<file path="config.mk">
export PLATFORM = sky130hd
export DESIGN_NAME = oag_core
export DESIGN_NICKNAME = d
export VERILOG_FILES = /design/src/logic/oag_pkg.sv /design/src/logic/oag_bit_modify.sv /design/src/logic/oag_core.sv
export SDC_FILE = /design/constraint.sdc
export NUM_CORES = 1
export LEC_CHECK = 0
export BUFFER_PORTS_ARGS = -buffer_cell sky130_fd_sc_hd__buf_2
export CAP_MARGIN = 20
export CORE_MARGIN = 10
export CORE_UTILIZATION = 30
export DETAILED_ROUTE_END_ITERATION = 8
export HOLD_SLACK_MARGIN = 0.05
export PLACE_DENSITY = 0.57
export SLEW_MARGIN = 20
export SYNTH_ARGS = -nofsm -noshare
export SYNTH_HDL_FRONTEND = slang
export SYNTH_HIERARCHICAL = 1
export SYNTH_SLANG_ARGS = --single-unit
export TNS_END_PERCENT = 5
</file>
<file path="constraint.sdc">
create_clock -name mclk_i -period 4.04 [get_ports mclk_i]
set_input_delay 0.808 -clock mclk_i [delete_from_list [all_inputs] [get_ports mclk_i]]
set_output_delay 0.808 -clock mclk_i [all_outputs]
set_load 0.01 [all_outputs]
</file>
<file path="src/logic/oag_pkg.sv">
// Shared constants and types for the operand address generator
package oag_pkg;
   localparam logic [7:0]  ZERO_PAGE_HI  = 8'h00;
   localparam logic [7:0]  BANK_PAGE_HI  = 8'h01;
   localparam logic [15:0] VEC_BASE      = 16'hFFC0;
   localparam int          BANK_REG_SHIFT = 3;
   localparam int          BIT_SEL_W     = 3;
   localparam int          BANK_PTR_W    = 5;
   localparam logic [7:0]  CCR_RESET     = 8'h00;
   localparam logic [15:0] WORD_RESET    = 16'h0000;
   localparam int          FLAG_N        = 3;
   localparam int          FLAG_Z        = 2;
   localparam int          FLAG_V        = 1;
   localparam int          FLAG_C        = 0;

   typedef enum logic [9:0] {
      OAG_DIRECT   = 10'h001,
      OAG_EXTENDED = 10'h002,
      OAG_BITDIR   = 10'h004,
      OAG_INDEX    = 10'h008,
      OAG_POINTER  = 10'h010,
      OAG_BANKREG  = 10'h020,
      OAG_IMMED    = 10'h040,
      OAG_VECTOR   = 10'h080,
      OAG_RELATIVE = 10'h100,
      OAG_INHERENT = 10'h200
   } oag_mode_t;
endpackage

</file>
<file path="src/logic/oag_bit_modify.sv">
// Read-modify-write bit setter/clearer for bit manipulation
`timescale 1ns/1ps
module oag_bit_modify (
   // Byte read from memory
   input  wire logic [7:0] rd_data_i,
   // Bit select and operation
   input  wire logic [2:0] bit_sel_i,
   input  wire logic       set_bit_i,
   // Byte to write back
   output logic      [7:0] wr_data_o
);
   always_comb begin
      wr_data_o = rd_data_i;
      wr_data_o[bit_sel_i] = set_bit_i;
   end
endmodule

</file>
<file path="src/logic/oag_core.sv">
// Operand address generation, core pointer registers and flag update
`timescale 1ns/1ps

// How it works
// - Direct: address high byte zero, low operand
// - Extended: first operand high, second low
// - Bit direct: page zero, bit from opcode
// - Indexed: index plus sign-extended displacement
// - Pointer: extra pointer is the address
// - Bank register: page 01, pointer and opcode
// - Immediate: operands are data, imm_word_i sizes
// - Vector: target from FFC0+2n table pair
// - Vector call pushes next-instruction return address
// - Relative: PC plus signed operand byte
// - One-byte opcode plus zero or more operands
// - Accumulator copied to temporary when instructed
// - Core holds pointer, flag and bank registers
// - Accumulators usable as 8 or 16 bits
// - Bit operand 8:3 bits, long address 16
// - Bit set/clear is read-modify-write byte
// - Flags change only where instruction marks them
module oag_core (
   // Clock and reset
   input  wire logic                    mclk_i,
   input  wire logic                    sys_rst_i,
   // Decoded instruction
   input  wire logic                    exec_i,
   input  wire oag_pkg::oag_mode_t      mode_i,
   input  wire logic [7:0]              opcode_i,
   input  wire logic [7:0]              operand1_i,
   input  wire logic [7:0]              operand2_i,
   input  wire logic                    imm_word_i,
   input  wire logic [15:0]             next_pc_i,
   // Register writes from the execution unit
   input  wire logic                    acc_hi_we_i,
   input  wire logic                    acc_lo_we_i,
   input  wire logic [15:0]             acc_wdata_i,
   input  wire logic                    temp_hi_copy_i,
   input  wire logic                    temp_lo_copy_i,
   input  wire logic                    index_we_i,
   input  wire logic                    extra_we_i,
   input  wire logic                    stack_we_i,
   input  wire logic [15:0]             ptr_wdata_i,
   input  wire logic                    bank_we_i,
   input  wire logic [4:0]              bank_wdata_i,
   input  wire logic                    gpr_we_i,
   input  wire logic [7:0]              gpr_wdata_i,
   input  wire logic                    branch_taken_i,
   input  wire logic [15:0]             vector_target_i,
   input  wire logic                    vector_load_i,
   // Flag update
   input  wire logic [3:0]              flag_change_i,
   input  wire logic [3:0]              flag_value_i,
   // Bit manipulation
   input  wire logic [7:0]              rmw_rd_data_i,
   output logic      [7:0]              rmw_wr_data_o,
   // Address and data results
   output logic      [15:0]             eff_addr_o,
   output logic      [2:0]              bit_sel_o,
   output logic      [15:0]             imm_data_o,
   output logic      [15:0]             vec_addr_hi_o,
   output logic      [15:0]             vec_addr_lo_o,
   output logic      [15:0]             push_addr_o,
   output logic      [15:0]             push_data_o,
   output logic                         push_o,
   // Register views
   output logic      [15:0]             pc_o,
   output logic      [15:0]             acc_o,
   output logic      [15:0]             temp_o,
   output logic      [15:0]             index_register_o,
   output logic      [15:0]             extra_pointer_o,
   output logic      [15:0]             stack_top_pointer_o,
   output logic      [7:0]              condition_flags_o,
   output logic      [4:0]              bank_select_pointer_o,
   output logic      [7:0]              bank_gpr_o
);
   logic [15:0] pc;
   logic [7:0]  acc_high;
   logic [7:0]  acc_low;
   logic [7:0]  temp_high;
   logic [7:0]  temp_low;
   logic [15:0] index_register;
   logic [15:0] extra_pointer;
   logic [15:0] stack_top_pointer;
   logic [7:0]  condition_flags;
   logic [4:0]  bank_select_pointer;
   logic [7:0]  bank_general_regs [8];
   logic [15:0] next_addr;
   logic [15:0] rel_target;
   logic        is_vector;

   // Eight registers per bank, so the low byte is pointer*8 plus index
   function automatic logic [7:0] bank_low(input logic [4:0] bp, input logic [2:0] ri);
      bank_low = {bp, ri};
   endfunction

   function automatic logic [15:0] sext8(input logic [7:0] v);
      sext8 = {{8{v[7]}}, v};
   endfunction

   assign rel_target = pc + sext8(operand1_i);
   assign is_vector  = exec_i && (mode_i == oag_pkg::OAG_VECTOR);

   ////////////////////////////////////////////////////////////////////////
   // Effective address per mode
   always_comb begin
      next_addr = oag_pkg::WORD_RESET;
      unique case (mode_i)
         oag_pkg::OAG_DIRECT:   next_addr = {oag_pkg::ZERO_PAGE_HI, operand1_i};
         oag_pkg::OAG_EXTENDED: next_addr = {operand1_i, operand2_i};
         oag_pkg::OAG_BITDIR:   next_addr = {oag_pkg::ZERO_PAGE_HI, operand1_i};
         oag_pkg::OAG_INDEX:    next_addr = index_register + sext8(operand1_i);
         oag_pkg::OAG_POINTER:  next_addr = extra_pointer;
         oag_pkg::OAG_BANKREG:  next_addr = {oag_pkg::BANK_PAGE_HI,
                                             bank_low(bank_select_pointer, opcode_i[2:0])};
         oag_pkg::OAG_VECTOR:   next_addr = oag_pkg::VEC_BASE + {12'h000, opcode_i[2:0], 1'b0};
         oag_pkg::OAG_RELATIVE: next_addr = rel_target;
         oag_pkg::OAG_IMMED:    next_addr = pc;
         oag_pkg::OAG_INHERENT: next_addr = pc;
         default:               next_addr = oag_pkg::WORD_RESET;
      endcase
   end

   ////////////////////////////////////////////////////////////////////////
   // Registered address outputs, only on an executed instruction
   always_ff @(posedge mclk_i) begin
      if (sys_rst_i) begin
         eff_addr_o    <= oag_pkg::WORD_RESET;
         bit_sel_o     <= 3'h0;
         imm_data_o    <= oag_pkg::WORD_RESET;
         vec_addr_hi_o <= oag_pkg::WORD_RESET;
         vec_addr_lo_o <= oag_pkg::WORD_RESET;
      end else if (exec_i) begin
         eff_addr_o    <= next_addr;
         bit_sel_o     <= opcode_i[oag_pkg::BIT_SEL_W-1:0];
         imm_data_o    <= imm_word_i ? {operand1_i, operand2_i} : {8'h00, operand1_i};
         vec_addr_hi_o <= next_addr;
         vec_addr_lo_o <= next_addr + 16'h0001;
      end
   end

   ////////////////////////////////////////////////////////////////////////
   // Return address push on a vector call
   always_ff @(posedge mclk_i) begin
      if (sys_rst_i) begin
         push_o      <= 1'b0;
         push_addr_o <= oag_pkg::WORD_RESET;
         push_data_o <= oag_pkg::WORD_RESET;
      end else begin
         push_o <= is_vector;
         if (is_vector) begin
            push_addr_o <= stack_top_pointer;
            push_data_o <= next_pc_i;
         end
      end
   end

   ////////////////////////////////////////////////////////////////////////
   // Program counter: vector load wins over relative branch, then fall-through
   always_ff @(posedge mclk_i) begin
      if (sys_rst_i) begin
         pc <= oag_pkg::WORD_RESET;
      end else if (vector_load_i) begin
         pc <= vector_target_i;
      end else if (exec_i && branch_taken_i && mode_i == oag_pkg::OAG_RELATIVE) begin
         pc <= rel_target;
      end else if (exec_i) begin
         pc <= next_pc_i;
      end
   end

   ////////////////////////////////////////////////////////////////////////
   // Accumulator and temporary accumulator halves
   always_ff @(posedge mclk_i) begin
      if (sys_rst_i) begin
         acc_high  <= 8'h00;
         acc_low   <= 8'h00;
         temp_high <= 8'h00;
         temp_low  <= 8'h00;
      end else begin
         // Copy takes the old accumulator, before this cycle's write lands
         if (temp_hi_copy_i) temp_high <= acc_high;
         if (temp_lo_copy_i) temp_low  <= acc_low;
         if (acc_hi_we_i) acc_high <= acc_wdata_i[15:8];
         if (acc_lo_we_i) acc_low  <= acc_wdata_i[7:0];
      end
   end

   ////////////////////////////////////////////////////////////////////////
   // Pointer registers
   always_ff @(posedge mclk_i) begin
      if (sys_rst_i) begin
         index_register      <= oag_pkg::WORD_RESET;
         extra_pointer       <= oag_pkg::WORD_RESET;
         stack_top_pointer   <= oag_pkg::WORD_RESET;
         bank_select_pointer <= 5'h00;
      end else begin
         if (index_we_i) index_register <= ptr_wdata_i;
         if (extra_we_i) extra_pointer  <= ptr_wdata_i;
         if (stack_we_i) stack_top_pointer <= ptr_wdata_i;
         if (bank_we_i)  bank_select_pointer <= bank_wdata_i;
      end
   end

   // Visible bank registers are one set of eight, selected by opcode_i[2:0] and not by the bank pointer; the bank RAM itself is outside
   genvar gi;
   generate
      for (gi = 0; gi < 8; gi++) begin : g_bank
         always_ff @(posedge mclk_i) begin
            if (sys_rst_i) begin
               bank_general_regs[gi] <= 8'h00;
            end else if (gpr_we_i && opcode_i[2:0] == 3'(gi)) begin
               bank_general_regs[gi] <= gpr_wdata_i;
            end
         end
      end
   endgenerate

   ////////////////////////////////////////////////////////////////////////
   // Flags: only marked flags change
   always_ff @(posedge mclk_i) begin
      if (sys_rst_i) begin
         condition_flags <= oag_pkg::CCR_RESET;
      end else if (exec_i) begin
         for (int i = 0; i < 4; i++) begin
            if (flag_change_i[i]) condition_flags[i] <= flag_value_i[i];
         end
      end
   end

   oag_bit_modify u_bit_modify (
      .rd_data_i (rmw_rd_data_i),
      .bit_sel_i (bit_sel_o),
      .set_bit_i (opcode_i[3]),
      .wr_data_o (rmw_wr_data_o)
   );

   assign pc_o                  = pc;
   assign acc_o                 = {acc_high, acc_low};
   assign temp_o                = {temp_high, temp_low};
   assign index_register_o      = index_register;
   assign extra_pointer_o       = extra_pointer;
   assign stack_top_pointer_o   = stack_top_pointer;
   assign condition_flags_o     = condition_flags;
   assign bank_select_pointer_o = bank_select_pointer;
   assign bank_gpr_o            = bank_general_regs[opcode_i[2:0]];

   ////////////////////////////////////////////////////////////////////////
   // Checks
   a_direct_page: assert property (@(posedge mclk_i) disable iff (sys_rst_i)
      exec_i && mode_i == oag_pkg::OAG_DIRECT |=> eff_addr_o == {8'h00, $past(operand1_i)})
      else $error("direct address wrong");
   a_extended_addr: assert property (@(posedge mclk_i) disable iff (sys_rst_i)
      exec_i && mode_i == oag_pkg::OAG_EXTENDED |=> eff_addr_o == {$past(operand1_i), $past(operand2_i)})
      else $error("extended address wrong");
   a_bit_select: assert property (@(posedge mclk_i) disable iff (sys_rst_i)
      exec_i && mode_i == oag_pkg::OAG_BITDIR |=> bit_sel_o == $past(opcode_i[2:0]) && eff_addr_o[15:8] == 8'h00)
      else $error("bit direct wrong");
   a_index_addr: assert property (@(posedge mclk_i) disable iff (sys_rst_i)
      exec_i && mode_i == oag_pkg::OAG_INDEX |=>
      eff_addr_o == $past(index_register) + {{8{$past(operand1_i[7])}}, $past(operand1_i)})
      else $error("index address wrong");
   a_pointer_addr: assert property (@(posedge mclk_i) disable iff (sys_rst_i)
      exec_i && mode_i == oag_pkg::OAG_POINTER |=> eff_addr_o == $past(extra_pointer))
      else $error("pointer address wrong");
   a_bank_addr: assert property (@(posedge mclk_i) disable iff (sys_rst_i)
      exec_i && mode_i == oag_pkg::OAG_BANKREG |=>
      eff_addr_o == 16'h0100 + 16'($past(bank_select_pointer)) * 16'h0008 + 16'($past(opcode_i[2:0])))
      else $error("bank address wrong");
   a_vector_pair: assert property (@(posedge mclk_i) disable iff (sys_rst_i)
      is_vector |=> vec_addr_hi_o == 16'hFFC0 + 16'($past(opcode_i[2:0])) * 16'h0002
      && vec_addr_lo_o == vec_addr_hi_o + 16'h0001)
      else $error("vector table address wrong");
   a_vector_push: assert property (@(posedge mclk_i) disable iff (sys_rst_i)
      is_vector |=> push_o && push_addr_o == $past(stack_top_pointer) && push_data_o == $past(next_pc_i))
      else $error("return address not pushed");
   a_rel_branch: assert property (@(posedge mclk_i) disable iff (sys_rst_i)
      exec_i && !vector_load_i && branch_taken_i && mode_i == oag_pkg::OAG_RELATIVE |=>
      pc == $past(pc) + {{8{$past(operand1_i[7])}}, $past(operand1_i)})
      else $error("relative branch wrong");
   a_flag_hold: assert property (@(posedge mclk_i) disable iff (sys_rst_i)
      !flag_change_i[0] |=> condition_flags[0] == $past(condition_flags[0]))
      else $error("carry changed unmarked");
endmodule

</file>
==> impl_metrics.csv <==
group,metric,value,unit
setup_path,worstSetupStartpointType,"input port",
sta,finalClockSkew,32.3,ps
floorplan,core.rowCount,77,
setup_path,path_delay_family,"compound AO/OA/AOI/OAI gates",
synth,synthArstFlopShare,0,%
clock_network,cts-buffers-inserted,30,
global_route,grt_pass1_wl,77100,um
sta,maxSlewHeadroom,32.0,%
power_and_ir_drop,switching_share,27.4,%
setup_path,worst_path_largest_cell_delay,600,ps
floorplan,die_w,231,um
power_and_ir_drop,p_comb_share,15.8,%
sta,hold_viol_final,0,
power_and_ir_drop,ir_worst_vdd,0.348,mV
clock_network,clockRootBuffer,"clkbuf_16",
setup_path,cp.arrival,4250,ps
run,max_cap_violations,0,
route,finalWirelength,52400,um
synth,yosys_warnings,6,
final_layout,fin_cells,2440,
final_layout,fin_area,0.0173,mm2
setup_path,critPathSlowestCell,"or4_1",
power_and_ir_drop,finalPower,0.00645,W
power_and_ir_drop,pwr-share-clk,40.6,%
floorplan,dieArea,0.0534,mm2
setup_path,worstSetupPathType,"input port to flop",
placement,hpwl,41300,um
power_and_ir_drop,p_leak,7.73,nW
setup_path,reg2reg_from,"index_register_o[0]",
global_route,antenna_found_initial,5,
synth,yosysSeqAreaShare,42.7,%
floorplan,start_util,30.3,%
setup_path,cp.required,4480,ps
sta,fin_ws,232,ps
power_and_ir_drop,switching_power,0.00177,W
synth,ys.flop_type,"dfxtp_1",
final_layout,syn_to_final_growth,29.3,%
floorplan,core_area,0.0441,mm2
sta,period_minus_slack,3810,ps
clock_network,postCtsSetupBuffers,0,
clock_network,clk_pin_slew,60,ps
sta,slew_viol_final,0,
placement,placed_area,0.0163,mm2
global_route,grt_max_degree,81,
floorplan,io_pins,367,
route,ant_nets,0,
clock_network,post_cts_resized,0,
hold_path,whs_path_depth,2,
final_layout,seqCellArea,0.00571,mm2
placement,post-place-ws,-285,ps
power_and_ir_drop,p_int,0.00468,W
clock_network,h-tree-depth,1,
setup_path,crit_chain,"buf_2 > ha_1 > inv_1 > fa_1 > nor2b_1 > o31ai_1 > a2111o_1 > o2111ai_1 > a21oi_1 > a211o_1 > or4_1 > o311a_1 > a221o_1",
global_route,grt_usage,18.7,%
final_layout,fillCellCount,4543,
setup_path,cp_num_buf_inv,2,
setup_path,worstRegToRegCells,12,
placement,portBuffers,358,
hold_path,min-delay-start,"push_data_o[4]",
route,wl_per_cell,21.5,um
sta,fin_crit_sh,94.3,%
placement,gp_congestion,0.948,
clock_network,clockBufferDepth,3,
synth,ys_ff_latch,253,
global_route,grt_pass1_vias,12400,
setup_path,crit_path_max_fanout,4,
sta,timing.hold.ws,447,ps
route,vias_per_cell,5.11,
clock_network,clk_latency,580,ps
power_and_ir_drop,p_seq_share,43.6,%
synth,synth-edff-count,64,
floorplan,die_y,231,um
setup_path,setup.worst_path.end_class,"flop",
global_route,grt_remaining_overflow,0,
synth,synth.avg_cell_area,9.38,um2
run_status,outcome,"finished, final reports clean",
hold_path,holdPathEnd,"push_data_o[4]",
route,drt_iter0_drc,823,
synth,synthCells,1425,
sta,setup_viol,0,
sta,fmax,263,MHz
route,first_pass_iters,6,
clock_network,postCtsHoldBufs,0,
synth,synth_cell_types,81,
route,drcViolationCount,0,
power_and_ir_drop,power.density,373,mW/mm2
placement,place_inst,2387,
route,vias,12500,
clock_network,clock_sinks,253,
final_layout,multi_input_comb_area,0.00710,mm2
final_layout,drive_gt1_share,31.8,%
synth,netlist_area,0.0134,mm2
setup_path,regToRegSetupSlack,270,ps
hold_path,hold_path_class,"flop to flop",
setup_path,r2r_end,"vec_addr_lo_o[14]",
final_layout,fin_nets,2002,
clock_network,cts_tree,"yes",
sta,worstMarginPinSlew,1010,ps
sta,rsz0062_at_grt,"no",
## cells in the final DEF (no fill, tap or decap), types with 12 or more instances in the layout
master	Yosys	routed
buf_2	4	356
ha_1	31	31
nand2b_1	28	28
o21ai_0	28	28
a22o_1	12	12
mux2i_1	113	113
a211oi_1	33	33
nor3_1	15	15
mux4_2	16	16
clkbuf_16	0	31
edfxtp_1	64	64
nand2_1	120	120
mux2_2	19	19
buf_4	21	124
inv_1	12	12
dfxtp_1	189	189
a21oi_1	94	94
a21o_1	15	15
and2_1	65	65
nor2_1	187	187
nand3_1	35	35
## flip-flops by register name, indices dropped and copies added (netlist names), 16 cells and up
register             flops
bank_general_regs       64
push_addr_o             16
vec_addr_hi_o           16
imm_data_o              16
vec_addr_lo_o           16
stack_top_pointer_o     16
index_register_o        16
push_data_o             16
pc_o                    16
extra_pointer_o         16
## kinds of logic after synthesis
logic type / share of synthesized area, %
fa+ha+maj: 3.20
compound gates: 14.9
simple gates: 20.7
flops: 42.7
other cells: 0.0281
mux: 12.9
buf+inv: 4.25
xor+xnor: 1.38
## worst max-delay path by stage
stage | from | to | slack, ps | cells past startpoint
floorplan | operand1_i[0] | vec_addr_lo_o[13] | 170 | 13
global placement | operand1_i[0] | vec_addr_lo_o[14] | -280 | 13
detailed placement | operand1_i[0] | vec_addr_lo_o[13] | -290 | 14
CTS | operand1_i[0] | vec_addr_lo_o[14] | 280 | 14
global route | operand1_i[0] | vec_addr_lo_o[14] | 50 | 13
finish | operand1_i[0] | vec_addr_lo_o[14] | 230 | 13
## layout make-up
| cell class | instances | share of cell area, % |
|---|---|---|
| Tap cell | 592 | 4.29 |
| Multi-Input combinational cell | 1048 | 41.1 |
| Clock buffer | 42 | 4.98 |
| Sequential cell | 253 | 33.0 |
| Timing Repair Buffer | 482 | 15.9 |
| Inverter | 12 | 0.261 |
| Clock inverter | 9 | 0.435 |
| Antenna cell | 2 | 0.0290 |
## through the flow
stage	TNS (ps)	utilization [%]
6_report	0	39.2
5_1_grt	0	39.1
4_1_cts	0	39.1
3_5_place_dp	-1180	37.0
3_3_place_gp	-1000	37.0
2_1_floorplan	0	-
## worst register-to-register path: stages (launching register included)
cell and delay, ps:
dfxtp_1 420, ha_1 220, inv_1 60, fa_1 390
nor2b_1 160, o31ai_1 130, a2111o_1 420, o2111ai_1 150
a21oi_1 110, a211o_1 330, or4_1 610, o311a_1 370
a221o_1 260
## power by group through the flow
stage,logic (W),registers [W],clock network (W)
after floorplan,0.000545,0.00286,0
after global placement,0.00101,0.00286,0
after detailed placement,0.00102,0.00286,0
after CTS,0.00103,0.00281,0.00270
after global routing,0.00111,0.00282,0.00280
final,0.00102,0.00281,0.00262
## per-layer routing
| metal | up-vias | track usage, % | routed length (um) |
|---|---|---|---|
| met5 | - | 0 | 41 |
| met4 | 6 | 4.95 | 1230 |
| met2 | 433 | 32.9 | 25900 |
| li1 | 5956 | - | - |
| met3 | 72 | 4.68 | 4250 |
| met1 | 6002 | 22.2 | 21000 |
## cells in the mapped netlist, types with 6 or more instances
library cell  instances  share of area, %
a311oi_1              8              0.52
buf_4                21               1.2
a21o_1               15              0.84
dfxtp_1             189                28
nor4_1                6              0.28
clkbuf_1             75               2.1
and2_1               65               3.0
o21ai_0              28               1.0
nand2_1             120               3.4
nor2b_1              11              0.52
mux4_2               16               2.7
a22oi_1               7              0.39
and3_1               10              0.47
or4_1                 6              0.34
a21oi_1              94               3.5
o21bai_1              7              0.39
nor3_1               15              0.56
mux2i_1             113               8.5
nor3b_1              10              0.56
a221oi_1              8              0.52
nand3b_1             11              0.62
nand2b_1             28               1.3
xnor2_1              10              0.66
a22o_1               12              0.79
xor2_1               11              0.72
nand4_1               7              0.33
mux2_2               19               1.6
buf_1                14              0.39
or3_1                 9              0.42
a211o_1               9              0.59
nand3_1              35               1.3
o22ai_1               7              0.33
a31oi_1               8              0.37
inv_1                12              0.34
nor4_2                6              0.56
ha_1                 31               2.9
nor2_1              187               5.3
edfxtp_1             64                14
a211oi_1             33               1.9
or2_2                 6              0.28
Note: power is estimated with default switching activity, not from simulation.
